[src/inc/xdl_pkg.sv]
/*
  xdl_pkg: shared constants and carrier types for the exclusive-OR and
  direction-load execution block.
  assumes: included before any design file that imports it.
*/
`default_nettype none
package xdl_pkg;
  localparam int DATA_W = 8;
  localparam int ADDR_W = 7;
  localparam int SEL_W = 3;
  localparam logic [SEL_W-1:0] SEL_PORT_A = 3'h5;
  localparam logic [SEL_W-1:0] SEL_PORT_B = 3'h6;
  localparam logic [SEL_W-1:0] SEL_PORT_C = 3'h7;
  localparam logic [DATA_W-1:0] W_RESET = 8'h00;
  localparam logic [DATA_W-1:0] DIR_RESET = 8'hFF;
  localparam logic DEST_W = 1'b0;
  localparam logic DEST_MEM = 1'b1;
  localparam logic [1:0] RST_SYNC_INIT = 2'h0;

  typedef enum logic [1:0] {
    OP_NONE,
    OP_XOR_IMMEDIATE,
    OP_XOR_MEMORY,
    OP_DIRECTION_LOAD
  } xdl_op_type;

  // one decoded instruction from the decoder
  typedef struct packed {
    xdl_op_type op;
    logic [DATA_W-1:0] literal;
    logic [ADDR_W-1:0] addr;
    logic dest;
    logic [SEL_W-1:0] sel;
  } xdl_instr_type;

  // one data-memory write-back
  typedef struct packed {
    logic we;
    logic [ADDR_W-1:0] addr;
    logic [DATA_W-1:0] data;
  } xdl_mem_wr_type;
endpackage
`default_nettype wire

[src/logic/xdl_dir_reg.sv]
/*
  xdl_dir_reg: one port direction register, loaded from the working register.
  assumes: synchronous reset copy from the top module.
*/
`timescale 1ns/100ps
`default_nettype none
module xdl_dir_reg
  import xdl_pkg::*;
#(
  parameter logic [DATA_W-1:0] RESET_VAL = DIR_RESET
) (
  // clock and reset
  input wire logic clock_i,
  input wire logic rst_n_i,
  // load
  input wire logic load_i,
  input wire logic [DATA_W-1:0] data_i,
  // value
  output logic [DATA_W-1:0] value_o
);
  logic [DATA_W-1:0] value_d;
  logic [DATA_W-1:0] value_q;

  always_comb begin
    value_d = value_q;
    if (load_i) begin
      value_d = data_i;
    end
  end

  always_ff @(posedge clock_i or negedge rst_n_i) begin
    if (!rst_n_i) begin
      value_q <= RESET_VAL;
    end else begin
      value_q <= value_d;
    end
  end

  assign value_o = value_q;
endmodule
`default_nettype wire

[src/logic/xdl_exec.sv]
/*
  xdl_exec: executes the literal and memory exclusive-OR instructions and
  the direction-load instruction, holding the working register, zero flag
  and the three port direction registers.
  assumes: the decoder presents one instruction per cycle with instr_valid_i;
  for the memory exclusive-OR the data path supplies the addressed byte on
  mem_rdata_i in the same cycle; carry and digit-carry live outside.
*/
`timescale 1ns/100ps
`default_nettype none
module xdl_exec
  import xdl_pkg::*;
(
  // clock and reset
  input wire logic clock_i,
  input wire logic arst_n_i,
  // decoded instruction
  input wire logic instr_valid_i,
  input wire xdl_instr_type instr_i,
  // data memory read data for the addressed location
  input wire logic [DATA_W-1:0] mem_rdata_i,
  // data memory write-back
  output xdl_mem_wr_type mem_wr_o,
  // core state
  output logic [DATA_W-1:0] w_o,
  output logic zero_o,
  output logic illegal_o,
  // port direction registers
  output logic [DATA_W-1:0] port_a_direction_o,
  output logic [DATA_W-1:0] port_b_direction_o,
  output logic [DATA_W-1:0] port_c_direction_o
);
  logic [1:0] rst_sync_q;
  logic rst_n;

  logic do_xor_imm;
  logic do_xor_mem;
  logic do_dir_load;
  logic [DATA_W-1:0] xor_operand;
  logic [DATA_W-1:0] result;
  logic result_to_w;
  logic result_to_mem;
  logic sel_legal;
  logic load_a;
  logic load_b;
  logic load_c;
  logic [DATA_W-1:0] w_d;
  logic [DATA_W-1:0] w_q;
  logic zero_d;
  logic zero_q;
  logic illegal_d;
  logic illegal_q;
  xdl_mem_wr_type mem_wr_d;
  xdl_mem_wr_type mem_wr_q;

  // reset release through two flip-flops
  always_ff @(posedge clock_i or negedge arst_n_i) begin
    if (!arst_n_i) begin
      rst_sync_q <= RST_SYNC_INIT;
    end else begin
      rst_sync_q <= {rst_sync_q[0], 1'b1};
    end
  end
  assign rst_n = rst_sync_q[1];

  // instruction decode
  always_comb begin
    do_xor_imm = 1'b0;
    do_xor_mem = 1'b0;
    do_dir_load = 1'b0;
    if (instr_valid_i) begin
      unique case (instr_i.op)
        OP_XOR_IMMEDIATE: begin
          do_xor_imm = 1'b1;
        end
        OP_XOR_MEMORY: begin
          do_xor_mem = 1'b1;
        end
        OP_DIRECTION_LOAD: begin
          do_dir_load = 1'b1;
        end
        OP_NONE: begin
          do_dir_load = 1'b0;
        end
      endcase
    end
  end

  // one exclusive-OR serves both instructions; w is always one operand
  always_comb begin
    xor_operand = instr_i.literal;
    if (do_xor_mem) begin
      xor_operand = mem_rdata_i;
    end
    result = w_q ^ xor_operand;
    result_to_w = do_xor_imm || (do_xor_mem && (instr_i.dest == DEST_W));
    result_to_mem = do_xor_mem && (instr_i.dest == DEST_MEM);
  end

  // only 5, 6 and 7 name a direction register
  always_comb begin
    load_a = 1'b0;
    load_b = 1'b0;
    load_c = 1'b0;
    sel_legal = 1'b1;
    unique case (instr_i.sel)
      SEL_PORT_A: begin
        load_a = do_dir_load;
      end
      SEL_PORT_B: begin
        load_b = do_dir_load;
      end
      SEL_PORT_C: begin
        load_c = do_dir_load;
      end
      default: begin
        sel_legal = 1'b0;
      end
    endcase
  end

  // working register: written by a xor whose destination is w
  always_comb begin
    w_d = w_q;
    if (result_to_w) begin
      w_d = result;
    end
  end

  always_ff @(posedge clock_i or negedge rst_n) begin
    if (!rst_n) begin
      w_q <= W_RESET;
    end else begin
      w_q <= w_d;
    end
  end

  // zero flag: both xors update it, the direction load never does
  always_comb begin
    zero_d = zero_q;
    if (do_xor_imm || do_xor_mem) begin
      zero_d = (result == '0);
    end
  end

  always_ff @(posedge clock_i or negedge rst_n) begin
    if (!rst_n) begin
      zero_q <= 1'b0;
    end else begin
      zero_q <= zero_d;
    end
  end

  // data memory write-back: a one-cycle pulse after the instruction
  always_comb begin
    mem_wr_d = '0;
    if (result_to_mem) begin
      mem_wr_d.we = 1'b1;
      mem_wr_d.addr = instr_i.addr;
      mem_wr_d.data = result;
    end
  end

  always_ff @(posedge clock_i or negedge rst_n) begin
    if (!rst_n) begin
      mem_wr_q <= '0;
    end else begin
      mem_wr_q <= mem_wr_d;
    end
  end

  // refused direction operand: a one-cycle pulse and nothing loaded
  always_comb begin
    illegal_d = do_dir_load && !sel_legal;
  end

  always_ff @(posedge clock_i or negedge rst_n) begin
    if (!rst_n) begin
      illegal_q <= 1'b0;
    end else begin
      illegal_q <= illegal_d;
    end
  end

  xdl_dir_reg #(.RESET_VAL(DIR_RESET)) u_dir_a (
    .clock_i(clock_i),
    .rst_n_i(rst_n),
    .load_i(load_a),
    .data_i(w_q),
    .value_o(port_a_direction_o)
  );

  xdl_dir_reg #(.RESET_VAL(DIR_RESET)) u_dir_b (
    .clock_i(clock_i),
    .rst_n_i(rst_n),
    .load_i(load_b),
    .data_i(w_q),
    .value_o(port_b_direction_o)
  );

  xdl_dir_reg #(.RESET_VAL(DIR_RESET)) u_dir_c (
    .clock_i(clock_i),
    .rst_n_i(rst_n),
    .load_i(load_c),
    .data_i(w_q),
    .value_o(port_c_direction_o)
  );

  assign w_o = w_q;
  assign zero_o = zero_q;
  assign illegal_o = illegal_q;
  assign mem_wr_o = mem_wr_q;
endmodule
`default_nettype wire

[config.mk]
export PLATFORM = sky130hd
export DESIGN_NAME = xdl_exec
export DESIGN_NICKNAME = d
export VERILOG_FILES = /design/src/inc/xdl_pkg.sv /design/src/logic/xdl_dir_reg.sv /design/src/logic/xdl_exec.sv
export SDC_FILE = /design/constraint.sdc
export NUM_CORES = 1
export LEC_CHECK = 0
export BUFFER_PORTS_ARGS = -buffer_cell sky130_fd_sc_hd__buf_4
export CORE_MARGIN = 2
export CORE_UTILIZATION = 29
export CTS_BUF_LIST = sky130_fd_sc_hd__clkbuf_8 sky130_fd_sc_hd__clkbuf_16
export CTS_CLUSTER_SIZE = 20
export DETAILED_ROUTE_END_ITERATION = 7
export PLACE_DENSITY = 0.51
export SETUP_SLACK_MARGIN = 0.3
export SLEW_MARGIN = 20
export SYNTH_ARGS = -nofsm -noshare
export SYNTH_HDL_FRONTEND = slang
export SYNTH_SLANG_ARGS = --single-unit
[constraint.sdc]
create_clock -name clock_i -period 1.8 [get_ports clock_i]
set_input_delay 0.18 -clock clock_i [delete_from_list [all_inputs] [get_ports clock_i]]
set_output_delay 0.18 -clock clock_i [all_outputs]
set_load 0.02 [all_outputs]
==> results of run 1 <==
## placed cells by master, fill, tap and decap left out
master         Yosys  routed
dfstp_2           24      24
conb_1             1       1
dlygate4sd3_1      0       1
nand2_1            4       4
clkinv_2           0       1
o21ai_0            2       2
bufinv_16          0       1
dfrtp_2            0       1
xor2_1            16      16
mux2i_2            1       1
and3b_1            1       1
clkinvlp_4         0       1
o21ai_1            1       1
and3_1             7       7
nand3b_1           1       1
nor2_2             2       2
clkbuf_8           0       5
mux2_2            24      24
and4_1             2       2
o31ai_1            1       1
nor2_1            16      16
dfrtp_1           28      27
buf_4              0      89
mux2i_1            7       7
inv_1              1       1
buf_12             0       1
nand4_1            2       2
and2b_1            1       1
nand3_1            1       1
nor2b_1            2       2
## final timing paths
kind | depth (start not counted) | slack, ns | from | to
setup reg to reg | 3 | 0.59 | w_o[2] | zero_o
min in group asynchronous | 2 | 0.19 | arst_n_i | rst_sync_q[1]
setup / recovery | 7 | 0.52 | instr_i[19] | zero_o
hold / removal | 2 | 0.11 | instr_i[8] | mem_wr_o[12]
max in group asynchronous | 1 | 1.03 | rst_sync_q[1] | u_dir_c.value_o[6]
hold reg to reg | 0 | 0.19 | rst_sync_q[1] | w_o[0]
## layout make-up
cell class / instances / area share
sequential: 52 / 0.4458
multi-input combinational: 92 / 0.2419
timing repair buffer: 91 / 0.2336
tap: 96 / 0.04018
clock buffer: 5 / 0.02302
clock inverter: 3 / 0.01423
inverter: 1 / 0.001256
## worst register-to-register path, stage by stage, from the launching register on
cell and delay (ns):
dfrtp_1 0.50, xor2_1 0.26, nand4_1 0.13, o31ai_1 0.24
## layer usage
| metal | routed length [um] | vias to the layer above | track usage |
|---|---|---|---|
| met3 | 401 | 2 | 0.03825 |
| li1 | - | 691 | - |
| met2 | 2244 | 59 | 0.2049 |
| met5 | 0 | - | 0 |
| met1 | 2337 | 694 | 0.1767 |
| met4 | 27 | 0 | 0.03306 |
## per-stage QoR
stage / setup WS (ns) / power, mW
after floorplan: 0.4762 / 2.731
after global placement: 0.1962 / 3.437
after detailed placement: 0.1707 / 3.449
after CTS: 0.4996 / 4.273
after global routing: 0.3722 / 4.440
final: 0.5182 / 4.200
## logic make-up (layout without fill, tap and decap cells)
| group | count (synthesis) | count (layout) | share of synthesized area |
|---|---|---|---|
| and+or+nand+nor | 39 | 39 | 0.09741 |
| DFF | 52 | 52 | 0.6398 |
| other | 1 | 1 | 0.001802 |
| xor gates and xnor gates | 16 | 16 | 0.06735 |
| buffers and inverters | 3 | 100 | 0.01263 |
| AOI/OAI and AO/OA | 4 | 4 | 0.01082 |
| muxes | 32 | 32 | 0.1702 |
## state kept, by name, summed over array words and instances, names as in the netlist
name and cells:
u_dir_a.value_o 8, u_dir_b.value_o 8, rst_sync_q 2, mem_wr_o 16
zero_o 1, illegal_o 1, w_o 8, u_dir_c.value_o 8
## power breakdown
group          internal [mW]  total [mW]  switching [mW]
sequential              1.64        1.95           0.308
clock                  0.412       0.799           0.387
combinational          0.712        1.45           0.737
total                   2.77        4.20            1.43
## Yosys cell counts
master / count
dfrtp_1: 28
dfstp_2: 24
mux2_2: 24
nor2_1: 16
xor2_1: 16
and3_1: 7
mux2i_1: 7
nand2_1: 4
and4_1: 2
buf_6: 2
nand4_1: 2
nor2_2: 2
nor2b_1: 2
o21ai_0: 2
and2b_1: 1
and3b_1: 1
conb_1: 1
inv_1: 1
mux2i_2: 1
nand3_1: 1
nand3b_1: 1
o21ai_1: 1
o31ai_1: 1
==> flow_summary.toml, run 1 <==
[run_status]
outcome = "completed"

[clock_tree]
clk_transition_reported_paths_ns = 0.10
numClockSinks = 52
clk-insertion-delay-late_ns = 0.30
cts_tree = "done"
ctsHoldBuffers = 1
cts-buffers-inserted = 5
postCtsSetupRepairBufs = 0
clockRootBuffer = "clkbuf_8"
clockBufferDepth = 2
h-tree-depth = 2
cts_resized = 0

[route]
wl_per_cell_um = 14.73
vias = 1446
wl_um = 5009
ant_nets = 0
viasPerCell = 4.253
dr.pass1.iters = 4
drtIter0Drc = 52
drc = 0

[timing]
skew_ns = 0.005332
drv_slew = 0
fmax_mhz = 780.1
fin_crit_ns = 1.282
relSlewSlack = 0.6412
hold_viol = 0
rsz0062_at_grt = "no"
tightest_slew_ns = 0.5367
fin_setup_tns_ns = 0
holdWs_ns = 0.1105
setup_violations = 0
period_share = 0.7121

[finish]
multi_input_area_sq_um = 723.2
regArea_sq_um = 1333
areaGrowthSynthToFinish_pct = 43.66
finalNetCount = 275
fin_cells = 340
fin_util = 0.4352
insertedDiodeCount = 0
stdcell_area_sq_um = 2989
fill_cells = 664
drive_gt1_frac = 0.6148

[placed_design]
post_dp_cell_area_sq_um = 2868
gp_congestion = 0.7869
port_buffers = 81
dp_hpwl_um = 3827
dp.cells = 331

[floorplan]
num_rows = 30
die_w_um = 88.71
die_h_um = 88.71
ios = 82
dieArea_sq_um = 7869
core_sq_um = 6869
start_util = 0.3029

[worst_setup_path]
slowest_stage = "xor2_1"
max_stage_delay_ns = 0.26
cpMostUsedCell = "buf_4"
arrival_ns = 1.50
worstPathCellList = "buf_4 > nand3b_1 > buf_4 > mux2i_1 > xor2_1 > nand4_1 > o31ai_1"
startpoint_type = "input port"
crit_required_ns = 2.01
critPathKind = "input port to flip-flop"
path_delay_family = "buffers and inverters"
path_buf_inv = 2
critPathCaptureType = "flip-flop"
critPathMaxFanout = 7

[global_route]
antenna_found_initial = 0
grt_pass1_vias = 1500
grt.total_usage = 0.1301
overflow = 0
grt_pass1_wl_um = 7645
grt_max_degree = 26

[min_path]
min_path_type = "input port to flip-flop"

[power]
power_density_nw_per_um2 = 1405
p_leak_nw = 1.515
peakVddDrop_uv = 896.8

[yosys]
syn_nets = 179
avgSynthCellArea_sq_um = 14.15
ys_types = 23
syn-cell-area_sq_um = 2081
synth_top_area_cell = "dfrtp_1"
syn_inst = 147
synth_top_cell_area_share = 0.3367
seq_area_frac_synth = 0.6398
yosys_register_bits = 52
synth_area_leaders = "dfrtp_1, dfstp_2, mux2_2"
ys_warn_count = 0

[flow_run]
maxCapViolCount = 0
Power figures use the tool's default switching activity.
==> run 2, diff against run 1 <==
==> constraint.sdc (replaced) <==
create_clock -name clock_i -period 1.2 [get_ports clock_i]
set_input_delay 0.12 -clock clock_i [delete_from_list [all_inputs] [get_ports clock_i]]
set_output_delay 0.12 -clock clock_i [all_outputs]
set_load 0.02 [all_outputs]
==> flow_summary.toml, run 2 (synthesis results as in run 1) <==
[run_status]
outcome = "completed"

[finish]
areaGrowthSynthToFinish_pct = 90.74
finalNetCount = 315
layout_common_cells = "buf_6, buf_4, dfrtp_1, mux2_4, dfstp_2"
drive_gt1_frac = 0.7880
insertedDiodeCount = 0
fin_cells = 379
layout_commonest_cell = "buf_6"
fill_cells = 571
largest_register_ffs = 16
regArea_sq_um = 1333
multi_input_area_sq_um = 1110

[worst_setup_path]
critPathMaxFanout = 7
crit_required_ns = 1.42
critPathKind = "input port to flip-flop"
critPathCaptureType = "flip-flop"
slowest_stage = "mux2i_4"
startpoint_type = "input port"
max_stage_delay_ns = 0.24
arrival_ns = 1.38
worstPathCellList = "buf_6 > nand3b_1 > buf_12 > mux2i_4 > xor2_2 > nand4_1 > o31ai_2"

[timing]
fin_crit_ns = 1.161
fmax_mhz = 861.2
skew_ns = 0.005809
rsz0062_at_grt = "yes"
setup_violations = 0
drv_slew = 0
fin_setup_tns_ns = 0
hold_viol = 0
period_share = 0.9676

[floorplan]
ios = 82
dieArea_sq_um = 7869
num_rows = 30
core_sq_um = 6869
die_w_um = 88.71
die_h_um = 88.71
start_util = 0.3029

[power]
power.switching_mw = 2.645
power_density_nw_per_um2 = 2022
pwr-share-clk = 0.117
p_seq_frac = 0.363
p_leak_nw = 1.890
peakVddDrop_uv = 1181
combPwrFrac = 0.520
swShare = 0.3297
p_int_mw = 5.379

[clock_tree]
clockRootBuffer = "clkbuf_8"
clk-insertion-delay-late_ns = 0.30
h-tree-depth = 2
clk_transition_reported_paths_ns = 0.09
clockBufferDepth = 2
numClockSinks = 52
cts-buffers-inserted = 5
cts_tree = "done"

[route]
vias = 1602
wl_per_cell_um = 15.15
dr.pass1.iters = 4
ant_nets = 0
drc = 0
wl_um = 5741
viasPerCell = 4.227
drtIter0Drc = 36

[placed_design]
port_buffers = 81
gp_congestion = 0.7007
dp.cells = 346
dp_hpwl_um = 4024

[global_route]
grt.total_usage = 0.1508
grt_pass1_wl_um = 8832
antenna_found_initial = 0
grt_pass1_vias = 1731
overflow = 0
grt_max_degree = 20

[flow_run]
maxCapViolCount = 0

[min_path]
min_path_type = "input port to flip-flop"
-- run 2: path summary, 6_finish.rpt --
check | startpoint | end | slack, ns | cells past startpoint
worst max register to register | w_o[7] | zero_o | 0.12 | 3
worst min-delay path | instr_i[8] | mem_wr_o[12] | 0.05 | 2
worst max-delay path | instr_i[19] | zero_o | 0.04 | 7
max in group asynchronous | rst_sync_q[1] | u_dir_a.value_o[2] | 0.49 | 1
worst min register to register | rst_sync_q[1] | w_o[7] | 0.19 | 0
min in group asynchronous | arst_n_i | rst_sync_q[1] | 0.13 | 2
-- run 2: layout make-up --
class,instances,area share
Sequential cell,52,0.3358
Timing Repair Buffer,131,0.3339
Multi-Input combinational cell,92,0.2796
Tap cell,96,0.03026
Clock buffer,5,0.01734
Clock inverter,2,0.002207
Inverter,1,0.0009458
-- run 2: critical path, delay by kind of cell --
kind | cells | cell delay, ns
AO/OA/AOI/OAI | 1 | 0.23
XOR/XNOR | 1 | 0.18
buffers and inverters | 2 | 0.28
multiplexers | 1 | 0.24
AND/OR/NAND/NOR | 2 | 0.32
-- run 2: routing by layer --
layer | track usage | part of all wire | wire length, um
met4 | 0.04132 | 0.0073 | 42
met5 | 0 | 0 | 0
met3 | 0.03265 | 0.038 | 221
met1 | 0.2129 | 0.46 | 2618
met2 | 0.2347 | 0.50 | 2858
-- run 2: per-stage QoR --
step	hold WS [ns]	total power [mW]	worst slack (ns)	util	area, sq um
2_1_floorplan	-0.1756	4.242	-0.04108	-	2202
3_3_place_gp	-0.09685	5.614	-0.3233	0.4532	3113
3_5_place_dp	-0.09589	5.629	-0.3368	0.4532	3113
4_1_cts	0.03859	7.697	0.04338	0.5375	3692
5_1_grt	0.04124	8.487	-0.05334	0.5778	3969
6_report	0.04730	8.024	0.03885	0.5778	3969
-- run 2: power by group through the flow --
stage          sequential (mW)  combinational [mW]  clock [mW]
6_report                  2.91                4.17       0.940
3_5_place_dp              2.79                2.84           0
2_1_floorplan             3.53               0.709           0
3_3_place_gp              2.80                2.82           0
4_1_cts                   2.85                3.87       0.968
5_1_grt                   2.98                4.44        1.06
-- run 2: repair_timing --
item | CTS | global route
pin swaps | 21 | 19
endpoints found under the hold margin | 2 | 0
endpoints found under the setup margin | 90 | 90
setup buffers | 21 | 4
hold buffers | 1 | 0
resized for setup | 86 | 47
==> run 3, diff against run 2 <==
--- a/config.mk
+++ b/config.mk
@@ -11,7 +11,6 @@
 export CTS_BUF_LIST = sky130_fd_sc_hd__clkbuf_8 sky130_fd_sc_hd__clkbuf_16
 export CTS_CLUSTER_SIZE = 20
 export DETAILED_ROUTE_END_ITERATION = 7
-export PLACE_DENSITY = 0.51
 export SETUP_SLACK_MARGIN = 0.3
 export SLEW_MARGIN = 20
 export SYNTH_ARGS = -nofsm -noshare
==> flow_summary.toml, run 3 (synthesis results as in run 1) <==
[worst_setup_path]
cpMostUsedCell = "buf_6"
startpoint_type = "input port"
critPathKind = "input port to flip-flop"
worstPathCellList = "buf_6 > nand3b_1 > buf_6 > mux2i_2 > xor2_1 > nand4_1 > o31ai_2"
arrival_ns = 1.43
slowest_stage = "o31ai_2"
path_delay_family = "simple AND/OR/NAND/NOR gates"
critPathMaxFanout = 7
path_buf_inv = 2
max_stage_delay_ns = 0.27
critPathCaptureType = "flip-flop"
rrSetupSlack_ns = 0.03
crit_required_ns = 1.42

[timing]
hold_viol = 0
rsz0062_at_grt = "yes"
fin_crit_ns = 1.207
setup_violations = 1
skew_ns = 0.005649
drv_slew = 0
final.setup.worst_slack_ns = -0.007019
fmax_mhz = 828.5
period_share = 1.006

[finish]
largest_register_ffs = 16
areaGrowthSynthToFinish_pct = 83.10
insertedDiodeCount = 0
fill_cells = 581
drive_gt1_frac = 0.7438
finalNetCount = 312
stdcell_area_sq_um = 3810
layout_commonest_cell = "buf_6"
layout_common_cells = "buf_6, buf_4, dfrtp_1, dfstp_2, mux2_4"

[global_route]
grt_pass1_vias = 1674
grt.total_usage = 0.1475
grt_max_degree = 51
antenna_found_initial = 0
overflow = 0
grt_pass1_wl_um = 8556

[clock_tree]
clockBufferDepth = 2
clk-insertion-delay-late_ns = 0.31
h-tree-depth = 2
clockRootBuffer = "clkbuf_8"
cts-buffers-inserted = 5
cts_tree = "done"
clk_transition_reported_paths_ns = 0.10
numClockSinks = 52

[min_path]
min_path_type = "input port to flip-flop"

[floorplan]
dieArea_sq_um = 7869
die_w_um = 88.71
core_sq_um = 6869
ios = 82
die_h_um = 88.71
num_rows = 30
start_util = 0.3029

[placed_design]
post_dp_cell_area_sq_um = 3085
port_buffers = 81
gp_congestion = 0.6626
dp_hpwl_um = 3828

[route]
dr.pass1.iters = 4
wl_per_cell_um = 14.81
wl_um = 5584
viasPerCell = 4.302
drc = 0
vias = 1622
drtIter0Drc = 75
ant_nets = 0

[power]
p_leak_nw = 1.833
finalPower_mw = 8.108
power_density_nw_per_um2 = 2128
peakVddDrop_uv = 1027

[run_status]
outcome = "finished with violations"
failed_checks = "negative setup slack"

[flow_run]
maxCapViolCount = 0
## run 3: cell types whose count changed in the layout (fill, tap and decap cells not counted), moves of 2 or more
| cell | previous run | this run |
|---|---|---|
| nor2_1 | 4 | 11 |
| mux2i_2 | 0 | 6 |
| mux2i_4 | 8 | 2 |
| nor2_4 | 11 | 5 |
| xor2_1 | 9 | 14 |
| xor2_2 | 7 | 2 |
| buf_4 | 50 | 47 |
| buf_6 | 75 | 78 |
| nand2_4 | 3 | 0 |
| buf_12 | 4 | 2 |
| nand2_2 | 0 | 2 |
## run 3: layer usage
metal  global-route usage  wire, um
met1               0.1901      2487
met2               0.2442      2753
met3              0.04571       277
met4              0.03306        66
met5                    0         0
## run 3: stage by stage
step / setup TNS, ns / setup slack (ns) / instances / hold WS, ns / util
floorplan: -0.04108 / -0.04108 / 147 / -0.1756 / -
global placement: -4.001 / -0.3006 / 344 / -0.09694 / 0.4492
detailed placement: -4.732 / -0.3734 / 344 / -0.09576 / 0.4492
CTS: 0 / 0.02108 / 376 / 0.03149 / 0.5392
global route: -0.06454 / -0.06454 / 377 / 0.02957 / 0.5546
finish: -0.007019 / -0.007019 / 377 / 0.03314 / 0.5546
## run 3: worst paths after layout
kind / start / to / depth (start not counted)
worst min-delay path: instr_i[9] / mem_wr_o[13] / 2
worst min register to register: rst_sync_q[1] / mem_wr_o[12] / 1
min in group asynchronous: arst_n_i / rst_sync_q[1] / 2
worst max-delay path: instr_i[19] / zero_o / 7
max in group asynchronous: rst_sync_q[1] / u_dir_b.value_o[5] / 1
worst max register to register: w_o[1] / zero_o / 3
## run 3: report_power, final
part	internal [mW]	switching (mW)	leakage (nW)	total [mW]
logic	2.37	1.59	1.16	3.96
clock network	0.683	0.593	0.0614	1.28
registers	2.48	0.395	0.616	2.87
## run 3: final cells by class
| type | instances | area, sq um | share of cell area |
|---|---|---|---|
| flip-flops and latches | 52 | 1333 | 0.3498 |
| well taps | 96 | 120.1 | 0.03153 |
| repair buffers | 128 | 1281 | 0.3363 |
| inverters | 1 | 3.754 | 0.0009852 |
| clock inverters | 2 | 38.79 | 0.01018 |
| clock buffers | 6 | 82.58 | 0.02167 |
| multi-input cells | 92 | 950.9 | 0.2496 |
## run 3: what timing repair did
| action | CTS | global route |
|---|---|---|
| setup endpoints to repair | 87 | 86 |
| pin swaps | 17 | 7 |
| gates resized for setup | 82 | 20 |
| hold buffers | 1 | 0 |
| hold endpoints to repair | 2 | 0 |
| setup buffers | 23 | 1 |
